File: src/hdl/gsc_pkg.sv
// Constants for the three-pin set/clear GPIO port and its serial access.
// Assumes one 250 MHz clock; all widths fixed, no overrides expected.
package gsc_pkg;

  // ------------------------------------------------------------------
  // Register offsets
  // ------------------------------------------------------------------
  localparam logic [7:0] ADR_DIR_SET = 8'h14;
  localparam logic [7:0] ADR_DIR_CLR = 8'h15;
  localparam logic [7:0] ADR_LVL_SET = 8'h16;
  localparam logic [7:0] ADR_LVL_CLR = 8'h17;
  localparam logic [7:0] ADR_INPUT = 8'h18;
  localparam logic [7:0] ADR_LAT_SET = 8'h1A;
  localparam logic [7:0] ADR_LAT_CLR = 8'h1B;
  localparam logic [7:0] ADR_FALL_SET = 8'h1C;
  localparam logic [7:0] ADR_FALL_CLR = 8'h1D;
  localparam logic [7:0] ADR_RISE_SET = 8'h1E;
  localparam logic [7:0] ADR_RISE_CLR = 8'h1F;

  // ------------------------------------------------------------------
  // Field layout and reset values
  // ------------------------------------------------------------------
  localparam int PIN_W = 3; // Pins live in bits 0..2
  localparam logic [PIN_W-1:0] RST_PINS = 3'h0; // All regs clear
  localparam logic [4:0] PAD_ZERO = 5'h00; // Unused bits 3..7

  // ------------------------------------------------------------------
  // Serial engine constants
  // ------------------------------------------------------------------
  // Arbitrary 7-bit device address, not tied to any part
  localparam logic [6:0] DEV_ADDR = 7'h2A;
  localparam logic [3:0] BITS_BYTE = 4'h8;
  localparam logic [3:0] LAST_TX = 4'h7;

  // Serial engine states, one-hot
  typedef enum logic [4:0] {
    S_IDLE = 5'b00001,
    S_RX = 5'b00010,
    S_ACK = 5'b00100,
    S_TX = 5'b01000,
    S_TACK = 5'b10000
  } gsc_st_t;

  // Which byte of a write transfer is being received
  typedef enum logic [2:0] {
    P_ADDR = 3'b001,
    P_PTR = 3'b010,
    P_DATA = 3'b100
  } gsc_ph_t;

endpackage

File: src/hdl/gsc_reg_if.sv
// Internal register access path between serial engine and register file.
// Assumes both ends share CLK_I; wr is a one-cycle strobe.
`timescale 1ns/1ps

interface gsc_reg_if;
  logic [7:0] addr; // Register pointer, also read address
  logic [7:0] wdata; // Write byte
  logic wr; // One-cycle write strobe
  logic [7:0] rdata; // Combinational read of addr

  // Serial engine end
  modport eng (output addr, output wdata, output wr, input rdata);
  // Register file end
  modport regs (input addr, input wdata, input wr, output rdata);
endinterface

File: src/hdl/gsc_i2c_eng.sv
// Two-wire serial slave that turns bus transfers into register accesses.
// Assumes SCL/SDA already synchronous and slow against the 250 MHz clock.
`timescale 1ns/1ps

module gsc_i2c_eng
  import gsc_pkg::*;
(
  // Clock and reset
  input wire logic clk_i,
  input wire logic rst_i,
  // Serial pins
  input wire logic scl_i,
  input wire logic sda_i,
  output logic sda_oen_o,
  // Register path
  gsc_reg_if.eng bus
);

  // ------------------------------------------------------------------
  // State
  // ------------------------------------------------------------------
  typedef struct packed {
    gsc_st_t st; // Bus phase
    gsc_ph_t ph; // Byte role in a write
    logic scl_q; // Previous clock level
    logic sda_q; // Previous data level
    logic [3:0] cnt; // Bits in current byte
    logic [7:0] sh; // Shift register
    logic rnw; // Transfer is a read
    logic [7:0] ptr; // Auto-incrementing pointer
    logic oen; // Low pulls SDA low
    logic wr; // Write strobe
    logic [7:0] wd; // Write data
  } gsc_eng_t;

  gsc_eng_t s_reg, s_next;
  logic rise, fall, start, stop;

  assign rise = scl_i & ~s_reg.scl_q;
  assign fall = ~scl_i & s_reg.scl_q;
  // Data moving while the clock is high frames a transfer
  assign start = scl_i & s_reg.scl_q & s_reg.sda_q & ~sda_i;
  assign stop = scl_i & s_reg.scl_q & ~s_reg.sda_q & sda_i;

  // Next-state logic
  always_comb begin
    s_next = s_reg;
    s_next.scl_q = scl_i;
    s_next.sda_q = sda_i;
    s_next.wr = 1'b0;
    if (start) begin
      // Repeated start is accepted anywhere
      s_next.st = S_RX;
      s_next.ph = P_ADDR;
      s_next.cnt = 4'h0;
      s_next.oen = 1'b1;
    end else if (stop) begin
      s_next.st = S_IDLE;
      s_next.oen = 1'b1;
    end else begin
      unique case (s_reg.st)
        S_IDLE: begin
          s_next.oen = 1'b1;
        end
        S_RX: begin
          // Sample on rise, act after the eighth bit's falling edge
          if (rise) begin
            s_next.sh = {s_reg.sh[6:0], sda_i};
            s_next.cnt = s_reg.cnt + 4'h1;
          end else if (fall && s_reg.cnt == BITS_BYTE) begin
            s_next.cnt = 4'h0;
            s_next.oen = 1'b0;
            s_next.st = S_ACK;
            unique case (s_reg.ph)
              P_ADDR: begin
                s_next.rnw = s_reg.sh[0];
                // Foreign address: stay silent until next start
                if (s_reg.sh[7:1] != DEV_ADDR) begin
                  s_next.oen = 1'b1;
                  s_next.st = S_IDLE;
                end
              end
              P_PTR: s_next.ptr = s_reg.sh;
              P_DATA: begin
                s_next.wr = 1'b1;
                s_next.wd = s_reg.sh;
              end
              default: s_next.st = S_IDLE;
            endcase
          end
        end
        S_ACK: begin
          // Release acknowledge on the falling edge
          if (fall) begin
            s_next.oen = 1'b1;
            s_next.st = S_RX;
            if (s_reg.ph == P_ADDR && s_reg.rnw) begin
              s_next.sh = bus.rdata;
              s_next.oen = bus.rdata[7];
              s_next.ptr = s_reg.ptr + 8'h01;
              s_next.st = S_TX;
            end else if (s_reg.ph == P_ADDR) begin
              s_next.ph = P_PTR;
            end else if (s_reg.ph == P_PTR) begin
              s_next.ph = P_DATA;
            end else begin
              s_next.ptr = s_reg.ptr + 8'h01;
            end
          end
        end
        S_TX: begin
          // Shift out MSB first, one bit per falling edge
          if (fall) begin
            s_next.cnt = s_reg.cnt + 4'h1;
            if (s_reg.cnt == LAST_TX) begin
              s_next.oen = 1'b1;
              s_next.st = S_TACK;
            end else begin
              s_next.sh = {s_reg.sh[6:0], 1'b0};
              s_next.oen = s_reg.sh[6];
            end
          end
        end
        S_TACK: begin
          // Master NACK ends the read
          if (rise && sda_i) begin
            s_next.st = S_IDLE;
          end else if (fall) begin
            s_next.sh = bus.rdata;
            s_next.oen = bus.rdata[7];
            s_next.ptr = s_reg.ptr + 8'h01;
            s_next.cnt = 4'h0;
            s_next.st = S_TX;
          end
        end
        default: s_next.st = S_IDLE;
      endcase
    end
  end

  // State register
  always_ff @(posedge clk_i or posedge rst_i) begin
    if (rst_i) begin
      s_reg <= '{st: S_IDLE, ph: P_ADDR, scl_q: 1'b1, sda_q: 1'b1,
                 cnt: 4'h0, sh: 8'h00, rnw: 1'b0, ptr: 8'h00,
                 oen: 1'b1, wr: 1'b0, wd: 8'h00};
    end else begin
      s_reg <= s_next;
    end
  end

  // Write address is the pointer before its post-write increment
  assign bus.addr = s_reg.ptr;
  assign bus.wdata = s_reg.wd;
  assign bus.wr = s_reg.wr;
  assign sda_oen_o = s_reg.oen;

endmodule

File: src/hdl/gsc_gpio_port.sv
// Top of the three-pin GPIO port with set/clear register pairs.
// Assumes pin and serial inputs synchronous to CLK_I; pads resolved outside.
`timescale 1ns/1ps

module gsc_gpio_port
  import gsc_pkg::*;
(
  // Clock and reset
  input wire logic CLK_I,
  input wire logic RST_I,
  // Serial controller pins, SDA open drain
  input wire logic SCL_I,
  input wire logic SDA_I,
  output logic SDA_O,
  output logic SDA_OEN_O,
  // GPIO pads
  input wire logic [PIN_W-1:0] GPIO_I,
  output logic [PIN_W-1:0] GPIO_O,
  output logic [PIN_W-1:0] GPIO_OEN_O,
  // Interrupt, active high
  output logic IRQ_O
);

  // ------------------------------------------------------------------
  // State
  // ------------------------------------------------------------------
  typedef struct packed {
    logic [PIN_W-1:0] dir; // 1 = output
    logic [PIN_W-1:0] lvl; // Output levels
    logic [PIN_W-1:0] lat; // Interrupt latch
    logic [PIN_W-1:0] fmask; // Falling edge enables
    logic [PIN_W-1:0] rmask; // Rising edge enables
    logic [PIN_W-1:0] prev; // Pin levels last cycle
    logic prev_ok; // prev holds a real sample
    logic [PIN_W-1:0] oen; // Pad enables, low drives
    logic irq; // Interrupt output
  } gsc_regs_t;

  gsc_regs_t st_reg, st_next;
  gsc_reg_if bus ();
  logic [PIN_W-1:0] rise_ev, fall_ev;

  // ------------------------------------------------------------------
  // Serial engine
  // ------------------------------------------------------------------
  gsc_i2c_eng u_eng (
    .clk_i(CLK_I),
    .rst_i(RST_I),
    .scl_i(SCL_I),
    .sda_i(SDA_I),
    .sda_oen_o(SDA_OEN_O),
    .bus(bus)
  );

  // Open drain: the pad only ever pulls low
  assign SDA_O = 1'b0;

  // ------------------------------------------------------------------
  // Decode helpers
  // ------------------------------------------------------------------
  // Apply a set or clear write to one register pair
  function automatic logic [PIN_W-1:0] sc_write(
    input logic [PIN_W-1:0] cur,
    input logic wr,
    input logic [7:0] adr,
    input logic [7:0] set_adr,
    input logic [7:0] clr_adr,
    input logic [PIN_W-1:0] d
  );
    logic [PIN_W-1:0] r;
    r = cur;
    if (wr && adr == set_adr) begin
      r = cur | d;
    end else if (wr && adr == clr_adr) begin
      r = cur & ~d;
    end
    return r;
  endfunction

  // Either address of a pair hits the same register
  function automatic logic pair_hit(
    input logic [7:0] adr,
    input logic [7:0] set_adr
  );
    return adr[7:1] == set_adr[7:1];
  endfunction

  // ------------------------------------------------------------------
  // Edge detection
  // ------------------------------------------------------------------
  // First sample after reset is not compared, to avoid a false edge
  assign rise_ev = st_reg.prev_ok ? (GPIO_I & ~st_reg.prev) : RST_PINS;
  assign fall_ev = st_reg.prev_ok ? (~GPIO_I & st_reg.prev) : RST_PINS;

  // ------------------------------------------------------------------
  // Register file next state
  // ------------------------------------------------------------------
  always_comb begin
    logic [PIN_W-1:0] d;
    logic [PIN_W-1:0] hw_set;
    d = bus.wdata[PIN_W-1:0]; // Upper data bits have no pin
    hw_set = (rise_ev & st_reg.rmask) |
             (fall_ev & st_reg.fmask);
    st_next = st_reg;
    st_next.dir = sc_write(st_reg.dir, bus.wr, bus.addr,
                           ADR_DIR_SET, ADR_DIR_CLR, d);
    st_next.lvl = sc_write(st_reg.lvl, bus.wr, bus.addr,
                           ADR_LVL_SET, ADR_LVL_CLR, d);
    st_next.fmask = sc_write(st_reg.fmask, bus.wr, bus.addr,
                             ADR_FALL_SET, ADR_FALL_CLR, d);
    st_next.rmask = sc_write(st_reg.rmask, bus.wr, bus.addr,
                             ADR_RISE_SET, ADR_RISE_CLR, d);
    // Hardware set wins over a clear in the same cycle
    st_next.lat = sc_write(st_reg.lat, bus.wr, bus.addr,
                           ADR_LAT_SET, ADR_LAT_CLR, d) | hw_set;
    st_next.prev = GPIO_I;
    st_next.prev_ok = 1'b1;
    st_next.oen = ~st_next.dir;
    st_next.irq = |st_next.lat;
  end

  // State register
  always_ff @(posedge CLK_I or posedge RST_I) begin
    if (RST_I) begin
      st_reg <= '{dir: RST_PINS, lvl: RST_PINS, lat: RST_PINS,
                  fmask: RST_PINS, rmask: RST_PINS, prev: RST_PINS,
                  prev_ok: 1'b0, oen: ~RST_PINS, irq: 1'b0};
    end else begin
      st_reg <= st_next;
    end
  end

  // ------------------------------------------------------------------
  // Read mux
  // ------------------------------------------------------------------
  // Reads are side-effect free; the latch clears only by write
  always_comb begin
    logic [PIN_W-1:0] v;
    v = RST_PINS;
    if (pair_hit(bus.addr, ADR_DIR_SET)) begin
      v = st_reg.dir;
    end else if (pair_hit(bus.addr, ADR_LVL_SET)) begin
      v = st_reg.lvl;
    end else if (bus.addr == ADR_INPUT) begin
      v = GPIO_I; // Live pad level
    end else if (pair_hit(bus.addr, ADR_LAT_SET)) begin
      v = st_reg.lat;
    end else if (pair_hit(bus.addr, ADR_FALL_SET)) begin
      v = st_reg.fmask;
    end else if (pair_hit(bus.addr, ADR_RISE_SET)) begin
      v = st_reg.rmask;
    end
    bus.rdata = {PAD_ZERO, v};
  end

  // ------------------------------------------------------------------
  // Outputs
  // ------------------------------------------------------------------
  // Level drives pad always; enable decides if it reaches the pin
  assign GPIO_O = st_reg.lvl;
  assign GPIO_OEN_O = st_reg.oen;
  assign IRQ_O = st_reg.irq;

  // ------------------------------------------------------------------
  // Checks
  // ------------------------------------------------------------------
  dir_write_a:
  assert property (@(posedge CLK_I) disable iff (RST_I)
    bus.wr && bus.addr == ADR_DIR_SET |=>
    GPIO_OEN_O == ($past(GPIO_OEN_O) & ~$past(bus.wdata[2:0])))
  else $error("direction set did not enable output");

  dir_clear_a:
  assert property (@(posedge CLK_I) disable iff (RST_I)
    bus.wr && bus.addr == ADR_DIR_CLR |=>
    GPIO_OEN_O == ($past(GPIO_OEN_O) | $past(bus.wdata[2:0])))
  else $error("direction clear did not make input");

  level_set_a:
  assert property (@(posedge CLK_I) disable iff (RST_I)
    bus.wr && bus.addr == ADR_LVL_SET |=>
    GPIO_O == ($past(GPIO_O) | $past(bus.wdata[2:0])))
  else $error("level set wrong");

  level_clear_a:
  assert property (@(posedge CLK_I) disable iff (RST_I)
    bus.wr && bus.addr == ADR_LVL_CLR |=>
    GPIO_O == ($past(GPIO_O) & ~$past(bus.wdata[2:0])))
  else $error("level clear wrong");

  input_read_a:
  assert property (@(posedge CLK_I) disable iff (RST_I)
    bus.addr == ADR_INPUT |-> bus.rdata == {PAD_ZERO, GPIO_I})
  else $error("input read not live pin state");

  input_ro_a:
  assert property (@(posedge CLK_I) disable iff (RST_I)
    bus.wr && (bus.addr == ADR_INPUT) |=> $stable(st_reg.dir) &&
    $stable(st_reg.lvl) && $stable(st_reg.fmask) && $stable(st_reg.rmask))
  else $error("write to input register changed state");

  latch_clear_a:
  assert property (@(posedge CLK_I) disable iff (RST_I)
    bus.wr && bus.addr == ADR_LAT_CLR &&
    ((rise_ev & st_reg.rmask) | (fall_ev & st_reg.fmask)) == RST_PINS
    |=> (st_reg.lat & $past(bus.wdata[2:0])) == RST_PINS)
  else $error("latch clear left a bit set");

  fall_edge_a:
  assert property (@(posedge CLK_I) disable iff (RST_I)
    (fall_ev & st_reg.fmask) != RST_PINS |=>
    (st_reg.lat & $past(fall_ev & st_reg.fmask)) ==
    $past(fall_ev & st_reg.fmask) && IRQ_O)
  else $error("enabled falling edge not latched");

  rise_edge_a:
  assert property (@(posedge CLK_I) disable iff (RST_I)
    (rise_ev & st_reg.rmask) != RST_PINS |=>
    (st_reg.lat & $past(rise_ev & st_reg.rmask)) ==
    $past(rise_ev & st_reg.rmask) && IRQ_O)
  else $error("enabled rising edge not latched");

  pair_read_a:
  assert property (@(posedge CLK_I) disable iff (RST_I)
    bus.addr == ADR_FALL_CLR || bus.addr == ADR_FALL_SET
    |-> bus.rdata == {PAD_ZERO, st_reg.fmask})
  else $error("mask pair read mismatch");

  set_keeps_a:
  assert property (@(posedge CLK_I) disable iff (RST_I)
    bus.wr && bus.addr == ADR_RISE_SET |=>
    st_reg.rmask == ($past(st_reg.rmask) | $past(bus.wdata[2:0])))
  else $error("rise mask set disturbed other bits");

  no_cause_a:
  assert property (@(posedge CLK_I) disable iff (RST_I)
    !bus.wr && ((rise_ev & st_reg.rmask) |
    (fall_ev & st_reg.fmask)) == RST_PINS |=> $stable(st_reg.lat))
  else $error("latch changed without cause");

  irq_level_a:
  assert property (@(posedge CLK_I) disable iff (RST_I)
    IRQ_O == (|st_reg.lat))
  else $error("interrupt output disagrees with latch");

  upper_zero_a:
  assert property (@(posedge CLK_I) disable iff (RST_I)
    bus.rdata[7:3] == PAD_ZERO)
  else $error("unused bits read nonzero");

  // Read paths are held against the pins they describe, so a wrong
  // mux leg shows up even when the register itself is right
  dir_read_a:
  assert property (@(posedge CLK_I) disable iff (RST_I)
    bus.addr == ADR_DIR_SET || bus.addr == ADR_DIR_CLR |->
    bus.rdata == {PAD_ZERO, ~GPIO_OEN_O})
  else $error("direction read disagrees with pad enables");

  level_read_a:
  assert property (@(posedge CLK_I) disable iff (RST_I)
    bus.addr == ADR_LVL_SET || bus.addr == ADR_LVL_CLR |->
    bus.rdata == {PAD_ZERO, GPIO_O})
  else $error("level read disagrees with pad levels");

  latch_read_a:
  assert property (@(posedge CLK_I) disable iff (RST_I)
    bus.addr == ADR_LAT_SET || bus.addr == ADR_LAT_CLR |->
    (bus.rdata != 8'h00) == IRQ_O)
  else $error("latch read disagrees with interrupt");

  latch_set_a:
  assert property (@(posedge CLK_I) disable iff (RST_I)
    bus.wr && bus.addr == ADR_LAT_SET |=>
    (st_reg.lat & $past(bus.wdata[2:0])) == $past(bus.wdata[2:0]))
  else $error("latch set left a bit clear");

  fall_set_a:
  assert property (@(posedge CLK_I) disable iff (RST_I)
    bus.wr && bus.addr == ADR_FALL_SET |=>
    st_reg.fmask == ($past(st_reg.fmask) | $past(bus.wdata[2:0])))
  else $error("fall mask set wrong");

  fall_clear_a:
  assert property (@(posedge CLK_I) disable iff (RST_I)
    bus.wr && bus.addr == ADR_FALL_CLR |=>
    st_reg.fmask == ($past(st_reg.fmask) & ~$past(bus.wdata[2:0])))
  else $error("fall mask clear wrong");

  rise_clear_a:
  assert property (@(posedge CLK_I) disable iff (RST_I)
    bus.wr && bus.addr == ADR_RISE_CLR |=>
    st_reg.rmask == ($past(st_reg.rmask) & ~$past(bus.wdata[2:0])))
  else $error("rise mask clear wrong");

  level_keep_a:
  assert property (@(posedge CLK_I) disable iff (RST_I)
    bus.wr && bus.addr != ADR_LVL_SET && bus.addr != ADR_LVL_CLR |=>
    $stable(GPIO_O))
  else $error("pad levels moved on a foreign write");

  unmapped_read_a:
  assert property (@(posedge CLK_I) disable iff (RST_I)
    (bus.addr < ADR_DIR_SET) || (bus.addr > ADR_RISE_CLR) ||
    (bus.addr == (ADR_INPUT | 8'h01)) |-> bus.rdata == 8'h00)
  else $error("unmapped read not zero");

endmodule

File: config.mk
export PLATFORM = sky130hd
export DESIGN_NAME = gsc_gpio_port
export DESIGN_NICKNAME = d
export VERILOG_FILES = /design/src/hdl/gsc_pkg.sv /design/src/hdl/gsc_reg_if.sv /design/src/hdl/gsc_i2c_eng.sv /design/src/hdl/gsc_gpio_port.sv
export SDC_FILE = /design/constraint.sdc
export NUM_CORES = 1
export LEC_CHECK = 0
export BUFFER_PORTS_ARGS = -buffer_cell sky130_fd_sc_hd__buf_2
export CORE_MARGIN = 1.5
export CORE_UTILIZATION = 53
export CTS_CLUSTER_SIZE = 28
export DETAILED_ROUTE_END_ITERATION = 8
export PLACE_DENSITY = 0.7
export SETUP_SLACK_MARGIN = 0.1
export SYNTH_ARGS = -nofsm -noshare
export SYNTH_HDL_FRONTEND = slang
export SYNTH_SLANG_ARGS = --single-unit
export TNS_END_PERCENT = 1
File: constraint.sdc
create_clock -name CLK_I -period 5.4 [get_ports CLK_I]
set_input_delay 0.27 -clock CLK_I [delete_from_list [all_inputs] [get_ports CLK_I]]
set_output_delay 0.27 -clock CLK_I [all_outputs]
set_load 0.02 [all_outputs]
**Word-level counts from Yosys, hierarchy flattened**

Cells that the tools add are included.

- Bits in registers: 64

- Reduce and logical (&&, ||, !) cells: 33
- Eq/ne operators: 54
- Bitwise gates (word level): 34
- Mux-type cells: 73
- $add $sub $neg: 2

Operator list:

| operator | number |
|---|---|
| equality test 8 x 5 -> 1 bit (second input constant) | 11 |
| 2-to-1 mux 8 bit | 10 |
| 2-to-1 mux 3 bit | 24 |
| 2-to-1 mux 9 bit | 7 |
| 2-to-1 mux 19 bit | 2 |
| 2-to-1 mux 12 bit | 3 |
| equality test 7 x 4 -> 1 bit (second input constant) | 5 |
| 2-to-1 mux 5 bit | 7 |
| one-hot mux 8 bit (4 select lines) | 1 |
| AND 3 bit | 9 |
| one-hot mux 5 bit (5 select lines) | 1 |
| != test 4 x 1 -> 1 bit (second input constant) | 6 |
| one-hot mux 8 bit (3 select lines) | 1 |
| 2-to-1 mux 21 bit | 1 |
| OR 3 bit | 7 |
| != test 2 x 1 -> 1 bit (second input constant) | 9 |
| AND reduction 6 bit | 3 |
| 2-to-1 mux 4 bit | 4 |
| AND reduction 7 bit | 2 |
| logical AND 1 bit | 13 |
| NOT 3 bit | 4 |
| one-hot mux 4 bit (3 select lines) | 1 |
| AND reduction 11 bit | 1 |
| AND reduction 10 bit | 1 |
| other kinds (32) | 63 |

**Logic depth before layout (Yosys ltp)**

Gate-level depths: netlist (run 1).

- Word-level depth: 12
- Mapped depth: 8
- Gate-level depth less buffers: 7

**Modules after synthesis**

Synthesis (run 1) repeated with hierarchy kept, for this count alone.

- Cells, all modules: 413
- Area total of the unflattened synthesis: 3956.3 sq um

Modules (own cells, without submodules):

| module | area an instance (sq um) | cells each | seq. area each (sq um) | instances |
|---|---|---|---|---|
| gsc_i2c_eng | 2651.3 | 289 | 1032.2 | 1 |
| gsc_gpio_port | 1305.0 | 124 | 579.3 | 1 |

**Worst setup path after synthesis (run 1)**

Ideal clock, no wire load.

- Kind: register to register
- Start point: reg u_eng.s_reg[32] (netlist bit)
- End point: reg u_eng.s_reg (netlist bit u_eng.bus.addr[0])
- Library setup time: 0.124 ns
- Setup slack: 3.306 ns
- Data required time: 5.276 ns
- Clock period less this slack: 2.094 ns
- Cell stages (with the launch flop): 7
- Arrival time: 1.970 ns
- Buffers on the path: 2
- Cell sequence: dfstp_2 clkbuf_2 nand2b_1 nor4b_1 o221ai_4 buf_6 a211o_1

- Longest elaborated chain between the ends: 5
- Elaborated cells between the ends (all ways): 18

Ends and longest elaborated chain:

| what | RTL line | source |
|---|---|---|
| start: declaration | gsc_i2c_eng.sv:36 | `gsc_eng_t s_reg, s_next;` |
| start signal: assignment | gsc_i2c_eng.sv:144 | `s_reg <= '{st: S_IDLE, ph: P_ADDR, scl_q: 1'b1, sda_q: 1'b1,` |
| start signal: assignment | gsc_i2c_eng.sv:148 | `s_reg <= s_next;` |
| AND 1 bit or NOT 1 bit (tied branches) | gsc_i2c_eng.sv:42, gsc_i2c_eng.sv:43, gsc_i2c_eng.sv:39 |  |
| AND 1 bit, on equally long branches | gsc_i2c_eng.sv:42, gsc_i2c_eng.sv:39, gsc_i2c_eng.sv:43 |  |
| AND 1 bit, or another cell as far along | gsc_i2c_eng.sv:42 | `assign start = scl_i & s_reg.scl_q & s_reg.sda_q & ~sda_i;` |
| NOT 1 bit (no source line) or != test 2 bit (tied branches) | -- |  |
| AND reduction 11 bit (no source line) (*) | -- |  |

Mark *: on every way between the ends. The rest lies on a longest branch, timed or not.
A chain may end at the register's enable or synchronous reset.

**Worst setup path in the final report (run 1)**

- Start point: reg u_eng.s_reg[40] (netlist bit)
- End point: reg u_eng.s_reg (netlist bit u_eng.bus.addr[0])

- Longest elaborated chain between the ends: 3
- Elaborated cells between the ends (all ways): 14

Ends and longest elaborated chain:

| what | RTL line | source |
|---|---|---|
| equality test 5 x 3 -> 1 bit, or another cell as far along | gsc_i2c_eng.sv:61 | `unique case (s_reg.st)` |
| != test 3 bit (no source line), or another cell as far along | -- |  |
| AND reduction 11 bit (no source line) | -- |  |

Parallel ways exist; a longest one is shown, timed or not.

==> Implementation_results.wiki, run 1 <==
{| class="wikitable"
! Metric !! Value
|-
| Final setup vio count || 0
|-
| Achievable frequency || about 400 MHz
|-
| Most common cell after layout, fill and taps aside || sky130_fd_sc_hd__dfrtp_1
|-
| GRT Util Overall || 23.5%
|-
| Area growth from synthesis to layout || 5.30%
|-
| Final instance area || 3750 um2
|-
| Pin count of the biggest net entering global routing || 60
|-
| Leakage power of the design || ~0.0017 uW
|-
| Placer's final routability congestion estimate || between 0.9 and 1
|-
| Post-CTS setup buffer count || 0
|-
| Startpoint types || register
|-
| Worst R2R Setup Slack || 2.89 ns
|-
| Clock sink count || 59
|-
| Filler cell count || 557
|-
| Most used cells in the layout excluding fill and tap cells || 51 x sky130_fd_sc_hd__dfrtp_1, 38 x sky130_fd_sc_hd__nand2_1, 29 x sky130_fd_sc_hd__nor2_1
|-
| Via-per-instance ratio || roughly 6.4
|-
| Number of buffers created by CTS || 9
|-
| Antenna fix cells || 0
|-
| Ys async rst share || 100%
|-
| Count of cells along the worst register-to-register path || 5
|-
| Origin of the worst min-delay path || GPIO_I[2]
|-
| Transition time at the pin with the least slew margin || 0.749 ns
|-
| CTS Hold Bufs || 0
|-
| Die Wd || 85.0 um
|-
| Number of global-route vias before repair || 2763
|-
| PwrDens || 269 nW/um2
|-
| Fraction of final layout cells sized beyond drive strength 1 || 18.6%
|-
| Area of the core || 6420 um2
|-
| GRT overflow || 0
|-
| Arrival time at the worst endpoint || roughly 2.8 ns
|-
| WS Path Type || reg -> reg
|-
| Worst VDD drop || 187 uV
|-
| Net count of the mapped netlist || 383
|-
| Synthesis warning total || 0
|-
| Result of the run || complete, no violations
|-
| Unrepaired setup endpoints after global routing || no
|-
| R2R Path End || u_eng.bus.addr[0]
|-
| Clk_lat worst skew || 0.35 ns
|-
| Global-route wire length before repair || roughly 13000 um
|-
| Starting utilization of the core area || 55.5%
|-
| Final-stage net count || 385
|-
| Clock input transition at the sequential cells of the worst setup and hold paths || 0.07 ns
|-
| Number of violations of the max-capacitance limit || 0
|-
| Sum of net half-perimeters after detailed placement || 5360 um
|-
| Number of remaining DRC errors || 0
|-
| IO buf count || 14
|-
| Synthesized netlist cell count || 370
|-
| Top-Level Pins || 16
|-
| Total Die Area || 7230 um2
|-
| Height of the die || 85.0 um
|-
| TritonCTS clock tree || done
|-
| Final worst path period need || 2.51 ns
|-
| Crit end category || register
|-
| Number of search-and-repair iterations in the first detailed-routing pass || 5
|-
| Flip-flop and latch count after synthesis || 59
|-
| Average detailed-routed wire length per instance || 17.5 um
|-
| Final worst-path cycle share || 46.5%
|-
| Fin Setup TNS || 0 ns
|-
| Count of cells resized by post-cts repair || 0
|-
| Instance area after placement || 3590 um2
|-
| Sequential cell area fraction in the yosys report || 41.7%
|-
| Detailed router's first-iteration violation count || 217
|-
| Maximum fanout count along the critical path || 17
|-
| Class of the most critical hold timing path || in -> reg
|-
| CP required || 5.64 ns
|-
| Detailed-route via count || 2896
|-
| Placement row count || 29
|-
| Worst slew margin relative to its limit || between 40% and 50%
|-
| Maximum buffer depth of the clock tree || 2
|-
| Clock Skews || ~0.0083 ns
|-
| Number of hold-slack violations in the final timing report || 0
|-
| Post-Syn Area || about 3600 um2
|-
| Number of enable-type register cells in the synthesized netlist || 0
|-
| Overall routed net length || 7970 um
|-
| Post-synthesis cell type count || 74
|-
| Hold path depth || 1
|-
| Remaining antenna violation count || 0
|-
| Initial antenna violation count || 0
|-
| Most used flip-flop cell after synthesis || sky130_fd_sc_hd__dfrtp_1
|-
| Synthesized area per cell || 9.64 um2
|-
| Maximum level of the CTS H-tree || 3
|-
| Terminating pin of the worst hold path || st_reg[7]
|-
| Cell at the root of the clock tree || sky130_fd_sc_hd__clkbuf_8
|-
| Pins Over Slew Limit || 0
|-
| RR Startpoint || u_eng.s_reg[40]
|}
==> worst max-delay path by stage <==
stage	startpoint	end	slack (ns)	depth (start not counted)
global route	u_eng.s_reg[40]	u_eng.bus.addr[0]	2.76	5
finish	u_eng.s_reg[40]	u_eng.bus.addr[0]	2.89	5
global placement	u_eng.s_reg[40]	u_eng.bus.addr[0]	2.97	5
detailed placement	u_eng.s_reg[40]	u_eng.bus.addr[0]	2.93	5
CTS	u_eng.s_reg[40]	u_eng.bus.addr[0]	2.92	5
floorplan	u_eng.s_reg[32]	u_eng.bus.addr[0]	3.31	6
==> through the flow <==
stage               cells  worst slack (ns)  power, uW  util [%]  hold WS, ns
global placement      438              2.97        655      55.9        0.422
detailed placement    438              2.93        660      55.9        0.426
finish                454              2.89       1010      58.5       0.0681
CTS                   454              2.92       1010      58.5       0.0633
global route          454              2.76       1060      58.5       0.0625
floorplan             370              3.31        624         -        0.274
==> critical path, stage by stage, from the launching register on <==
cell	delay (ns)
sky130_fd_sc_hd__dfrtp_1	0.58
sky130_fd_sc_hd__or3_4	0.49
sky130_fd_sc_hd__or3_1	0.46
sky130_fd_sc_hd__o221ai_4	0.51
sky130_fd_sc_hd__nor3_1	0.09
sky130_fd_sc_hd__a211o_1	0.28
==> synthesized netlist by cell type, drive strengths merged (6+ instances only) <==
cell     n  area [um2]
a21oi   15        82.6
a22o     8        70.1
a32o     6        60.1
and3     7        43.8
buf     17         129
clkbuf   8        31.3
dfrtp   51        1280
dfstp    8         210
ha       6        75.1
inv     17        63.8
mux2    12         135
mux2i   10         100
nand2   39         149
nand3   22         110
nand4    6        52.6
nor2    29         109
nor3     6        30.0
nor4     7        65.1
o21ai   16        80.1
==> power by group <==
| group | leakage [uW] | switching [uW] | internal (uW) |
|---|---|---|---|
| combinational | 0.000850 | 69.8 | 63.4 |
| sequential | 0.000754 | 46.2 | 474 |
| clock | 0.0000852 | 190 | 164 |
==> routing by layer <==
layer  GRT usage (%)  routed length, um  vias up
met4            8.94                174        0
met3            6.23                482       20
met5               0                  0        -
met1            30.9               3550     1413
met2            37.2               3760      106
li1                -                  -     1357
==> cells by family after synthesis <==
| family | synth area share [%] |
|---|---|
| mux | 6.60 |
| buf+inv | 6.28 |
| flops | 41.7 |
| simple gates | 24.1 |
| other cells | 0.211 |
| compound gates | 17.8 |
| xor+xnor | 1.23 |
| fa+ha+maj | 2.11 |
==> final cells by class <==
class | count | area, um2 | share of cell area [%]
clock inverter | 7 | 43.8 | 1.17
timing repair buffer | 16 | 85.1 | 2.27
sequential | 59 | 1490 | 39.6
tap | 77 | 96.3 | 2.57
inverter | 17 | 63.8 | 1.70
clock buffer | 9 | 124 | 3.30
multi-input combinational | 269 | 1860 | 49.4
(Power assumes the default switching activity.)
==> inputs of run 2 (changes only) <==
- PLACE_DENSITY: 0.7 -> 0.73
- clock period: 5.4 -> 2.27 ns (I/O delays scaled with it)
==> run 2 against run 1 <==
  * The flow now finishes with violations (DRC)
  * Clock power grew to 2.6 times the previous value
  * Setup slack got worse by 2.8 ns
  * Sequential power grew 140%
  * Clock-buffer cell count up 2
  * First-iteration DRC count up 3.7%
  * Non-clock buffer count is 38 higher
  * Cell area up 9.9%
  * Global-route usage up 1.5 points
  * Final cell count up 8.6%
  * Die area is the same
  * Flip-flop and latch count unchanged
  * Via count up 5.8%
  * Critical path type unchanged
  * Largest cell class unchanged
==> Implementation_results.wiki, run 2 (synthesis gave the netlist of run 1 again) <==
{| class="wikitable"
! Metric !! Value
|-
| Wire length on met1 || 3860 um (+8.6%)
|-
| Clock input transition at the sequential cells of the worst setup and hold paths || 0.07 ns (about the same)
|-
| Clk_lat worst skew || 0.35 ns (about the same)
|-
| Crit end category || register
|-
| Die Wd || 85.0 um (unchanged)
|-
| Fraction of final layout cells sized beyond drive strength 1 || 26.9% (+8.4 points)
|-
| Detailed router's first-iteration violation count || 225 (+3.7%)
|-
| Unrepaired setup endpoints after global routing || yes
|-
| TritonCTS clock tree || done
|-
| Worst Setup SP || u_eng.s_reg[40]
|-
| Fin Setup TNS || 0 ns (unchanged)
|-
| Pins Over Slew Limit || 0 (unchanged)
|-
| Met2 wirelength from detailed routing || 4270 um (+14%)
|-
| Switching portion of total power || 29.6% (-0.75 points)
|-
| Sum of net half-perimeters after detailed placement || 6280 um (+17%)
|-
| Transition time at the pin with the least slew margin || 0.683 ns (-0.0665 ns)
|-
| Number of violations of the max-capacitance limit || 0 (unchanged)
|-
| Pin count of the biggest net entering global routing || 25 (-58%)
|-
| GRT Util Overall || 25.0% (+1.5 points)
|-
| Clock power frac || 36.0% (+0.8 points)
|-
| Final worst-path cycle share || 94.9% (+48 points)
|-
| Switching pwr || 749 uW (+140%)
|-
| CP required || 2.55 ns (-3.09 ns)
|-
| Slowest cell on the critical path || sky130_fd_sc_hd__dfrtp_2
|-
| Number of search-and-repair iterations in the first detailed-routing pass || 7 (+2)
|-
| Height of the die || 85.0 um (unchanged)
|-
| IO buf count || 14 (unchanged)
|-
| Area growth from synthesis to layout || 15.7%
|-
| PwrDens || 613 nW/um2 (+130%)
|-
| Detailed-route via count || 3064 (+5.8%)
|-
| Clock Skews || 0.0119 ns (+0.00361 ns)
|-
| Maximum level of the CTS H-tree || 3 (unchanged)
|-
| Worst VDD drop || 373 uV (+99%)
|-
| Initial antenna violation count || 0 (unchanged)
|-
| Crit path largest cell delay || 0.45 ns (-0.13 ns)
|-
| Maximum fanout count along the critical path || 6 (-11)
|-
| Worst slew margin relative to its limit || 54.1% (+4.5 points)
|-
| Final worst path period need || 2.15 ns (-0.356 ns)
|-
| Sequential share of power || 48.5% (-3.1 points)
|-
| Number of global-route vias before repair || 2850 (+3.1%)
|-
| Failing checks || DRC
|-
| Most used cells in the layout excluding fill and tap cells || 49 x sky130_fd_sc_hd__dfrtp_1, 38 x sky130_fd_sc_hd__nand2_1, 34 x sky130_fd_sc_hd__buf_4
|-
| Topmost layer with routed signal wires || met4
|-
| Total Die Area || 7230 um2 (unchanged)
|-
| Path length in cells of the critical path || 6 (+1)
|-
| Top delay family on crit path || simple AND/OR/NAND/NOR gates
|-
| Number of remaining DRC errors || 2 (+2)
|-
| Final-stage net count || 424 (+10%)
|-
| Worst R2R Setup Slack || 0.12 ns (-2.77 ns)
|-
| Class of the most critical hold timing path || in -> async
|-
| Top-Level Pins || 16 (unchanged)
|-
| Most common cell after layout, fill and taps aside || sky130_fd_sc_hd__dfrtp_1
|-
| Area of the core || 6420 um2 (unchanged)
|-
| Post-route non-filler standard cell count || 493 (+8.6%)
|-
| RR Startpoint || u_eng.s_reg[40]
|-
| Global-route wire length before repair || 14100 um (+5.4%)
|-
| WS Path Type || reg -> reg
|-
| Critical path cell sequence || or3_4 -> or3_4 -> buf_4 -> or3_4 -> nor2_1 -> o221a_1
|-
| Clock sink count || 59 (unchanged)
|-
| Crit path buf inv count || 1 (+1)
|-
| Placer's final routability congestion estimate || 0.924 (-3.5%)
|-
| Most frequent CP cell || sky130_fd_sc_hd__or3_4
|-
| Arrival time at the worst endpoint || 2.44 ns (-0.31 ns)
|-
| Final setup vio count || 0 (unchanged)
|-
| Crit path capture || u_eng.s_reg[34]
|-
| Number of buffers created by CTS || 9 (unchanged)
|-
| Result of the run || complete, but fails checks
|-
| Startpoint types || register
|-
| R2R Path End || u_eng.s_reg[34]
|-
| Number of hold-slack violations in the final timing report || 0 (unchanged)
|-
| Antenna fix cells || 0 (unchanged)
|-
| Leakage power of the design || 0.00188 uW (+11%)
|-
| Met3 wirelength from detailed routing || 417 um (-13%)
|-
| Average detailed-routed wire length per instance || 17.9 um (+2.0%)
|-
| Cell count after placement || 463 (+5.7%)
|-
| Cell at the root of the clock tree || sky130_fd_sc_hd__clkbuf_8
|-
| Starting utilization of the core area || 55.5% (unchanged)
|-
| Maximum buffer depth of the clock tree || 2 (unchanged)
|-
| Count of cells along the worst register-to-register path || 6 (+1)
|-
| Placement row count || 29 (unchanged)
|-
| Remaining antenna violation count || 0 (unchanged)
|-
| Logic pwr share || 15.5% (+2.3 points)
|-
| Cell Int Power || 1780 uW (+150%)
|-
| Via-per-instance ratio || 6.22 (-2.6%)
|-
| Achievable frequency || 464 MHz (+17%)
|-
| GRT overflow || 0 (unchanged)
|-
| Overall routed net length || 8820 um (+11%)
|}
==> run 2: worst min path at each step <==
stage | depth (start not counted) | slack (ns) | endpoint | from
final | 3 | 0.28 | u_eng.s_reg[29] | RST_I
after detailed placement | 2 | 0.10 | u_eng.s_reg[29] | RST_I
after CTS | 3 | 0.28 | u_eng.s_reg[29] | RST_I
after floorplan | 0 | 0.12 | u_eng.s_reg[31] | SDA_I
after global routing | 3 | 0.32 | u_eng.s_reg[29] | RST_I
after global placement | 2 | 0.1 | u_eng.s_reg[29] | RST_I
==> run 2: cell type report <==
cell class                 count  area (um2)
sequential                    59        1490
multi-input combinational    270        1900
clock buffer                  11         151
inverter                      17        63.8
timing repair buffer          54         385
clock inverter                 5        36.3
fill                         534        2300
tap                           77        96.3
==> run 2: per-layer routing <==
layer,vias to the layer above,GRT usage [%]
met1,1479,30.6
met4,0,12.1
met5,-,0
met2,115,42.8
met3,27,4.18
li1,1443,-
==> run 2: worst min-delay path, delay by kind of cell <==
kind	cells	cell delay, ns
buffers and inverters	3	0.92
==> run 2: power by group through the flow <==
stage | Combinational, uW | Sequential (uW) | Clock, uW
3_5_place_dp | 338 | 1250 | 0
5_1_grt | 436 | 1240 | 972
6_report | 391 | 1230 | 911
3_3_place_gp | 327 | 1250 | 0
2_1_floorplan | 281 | 1200 | 0
4_1_cts | 347 | 1230 | 920
==> run 2: repair_timing <==
| action | CTS | global route |
|---|---|---|
| endpoints found under the setup margin | 12 | 23 |
| hold buffers | 6 | 0 |
| pin swaps | 0 | 3 |
| gates cloned | 0 | 1 |
| gates resized for setup | 3 | 6 |
| endpoints found under the hold margin | 16 | 0 |
| buffers inserted | 0 | 7 |
==> run 2: metrics by stage <==
| step | cell area (um2) | utilization (%) | total power [uW] | setup WS (ns) | hold WS, ns |
|---|---|---|---|---|---|
| floorplan | 3570 | - | 1480 | 0.176 | 0.118 |
| global placement | 3770 | 58.8 | 1570 | 0.0604 | 0.0987 |
| detailed placement | 3770 | 58.8 | 1590 | 0.0844 | 0.101 |
| CTS | 4030 | 62.8 | 2500 | 0.0916 | 0.281 |
| global route | 4130 | 64.3 | 2650 | 0.0537 | 0.316 |
| finish | 4130 | 64.3 | 2530 | 0.116 | 0.275 |
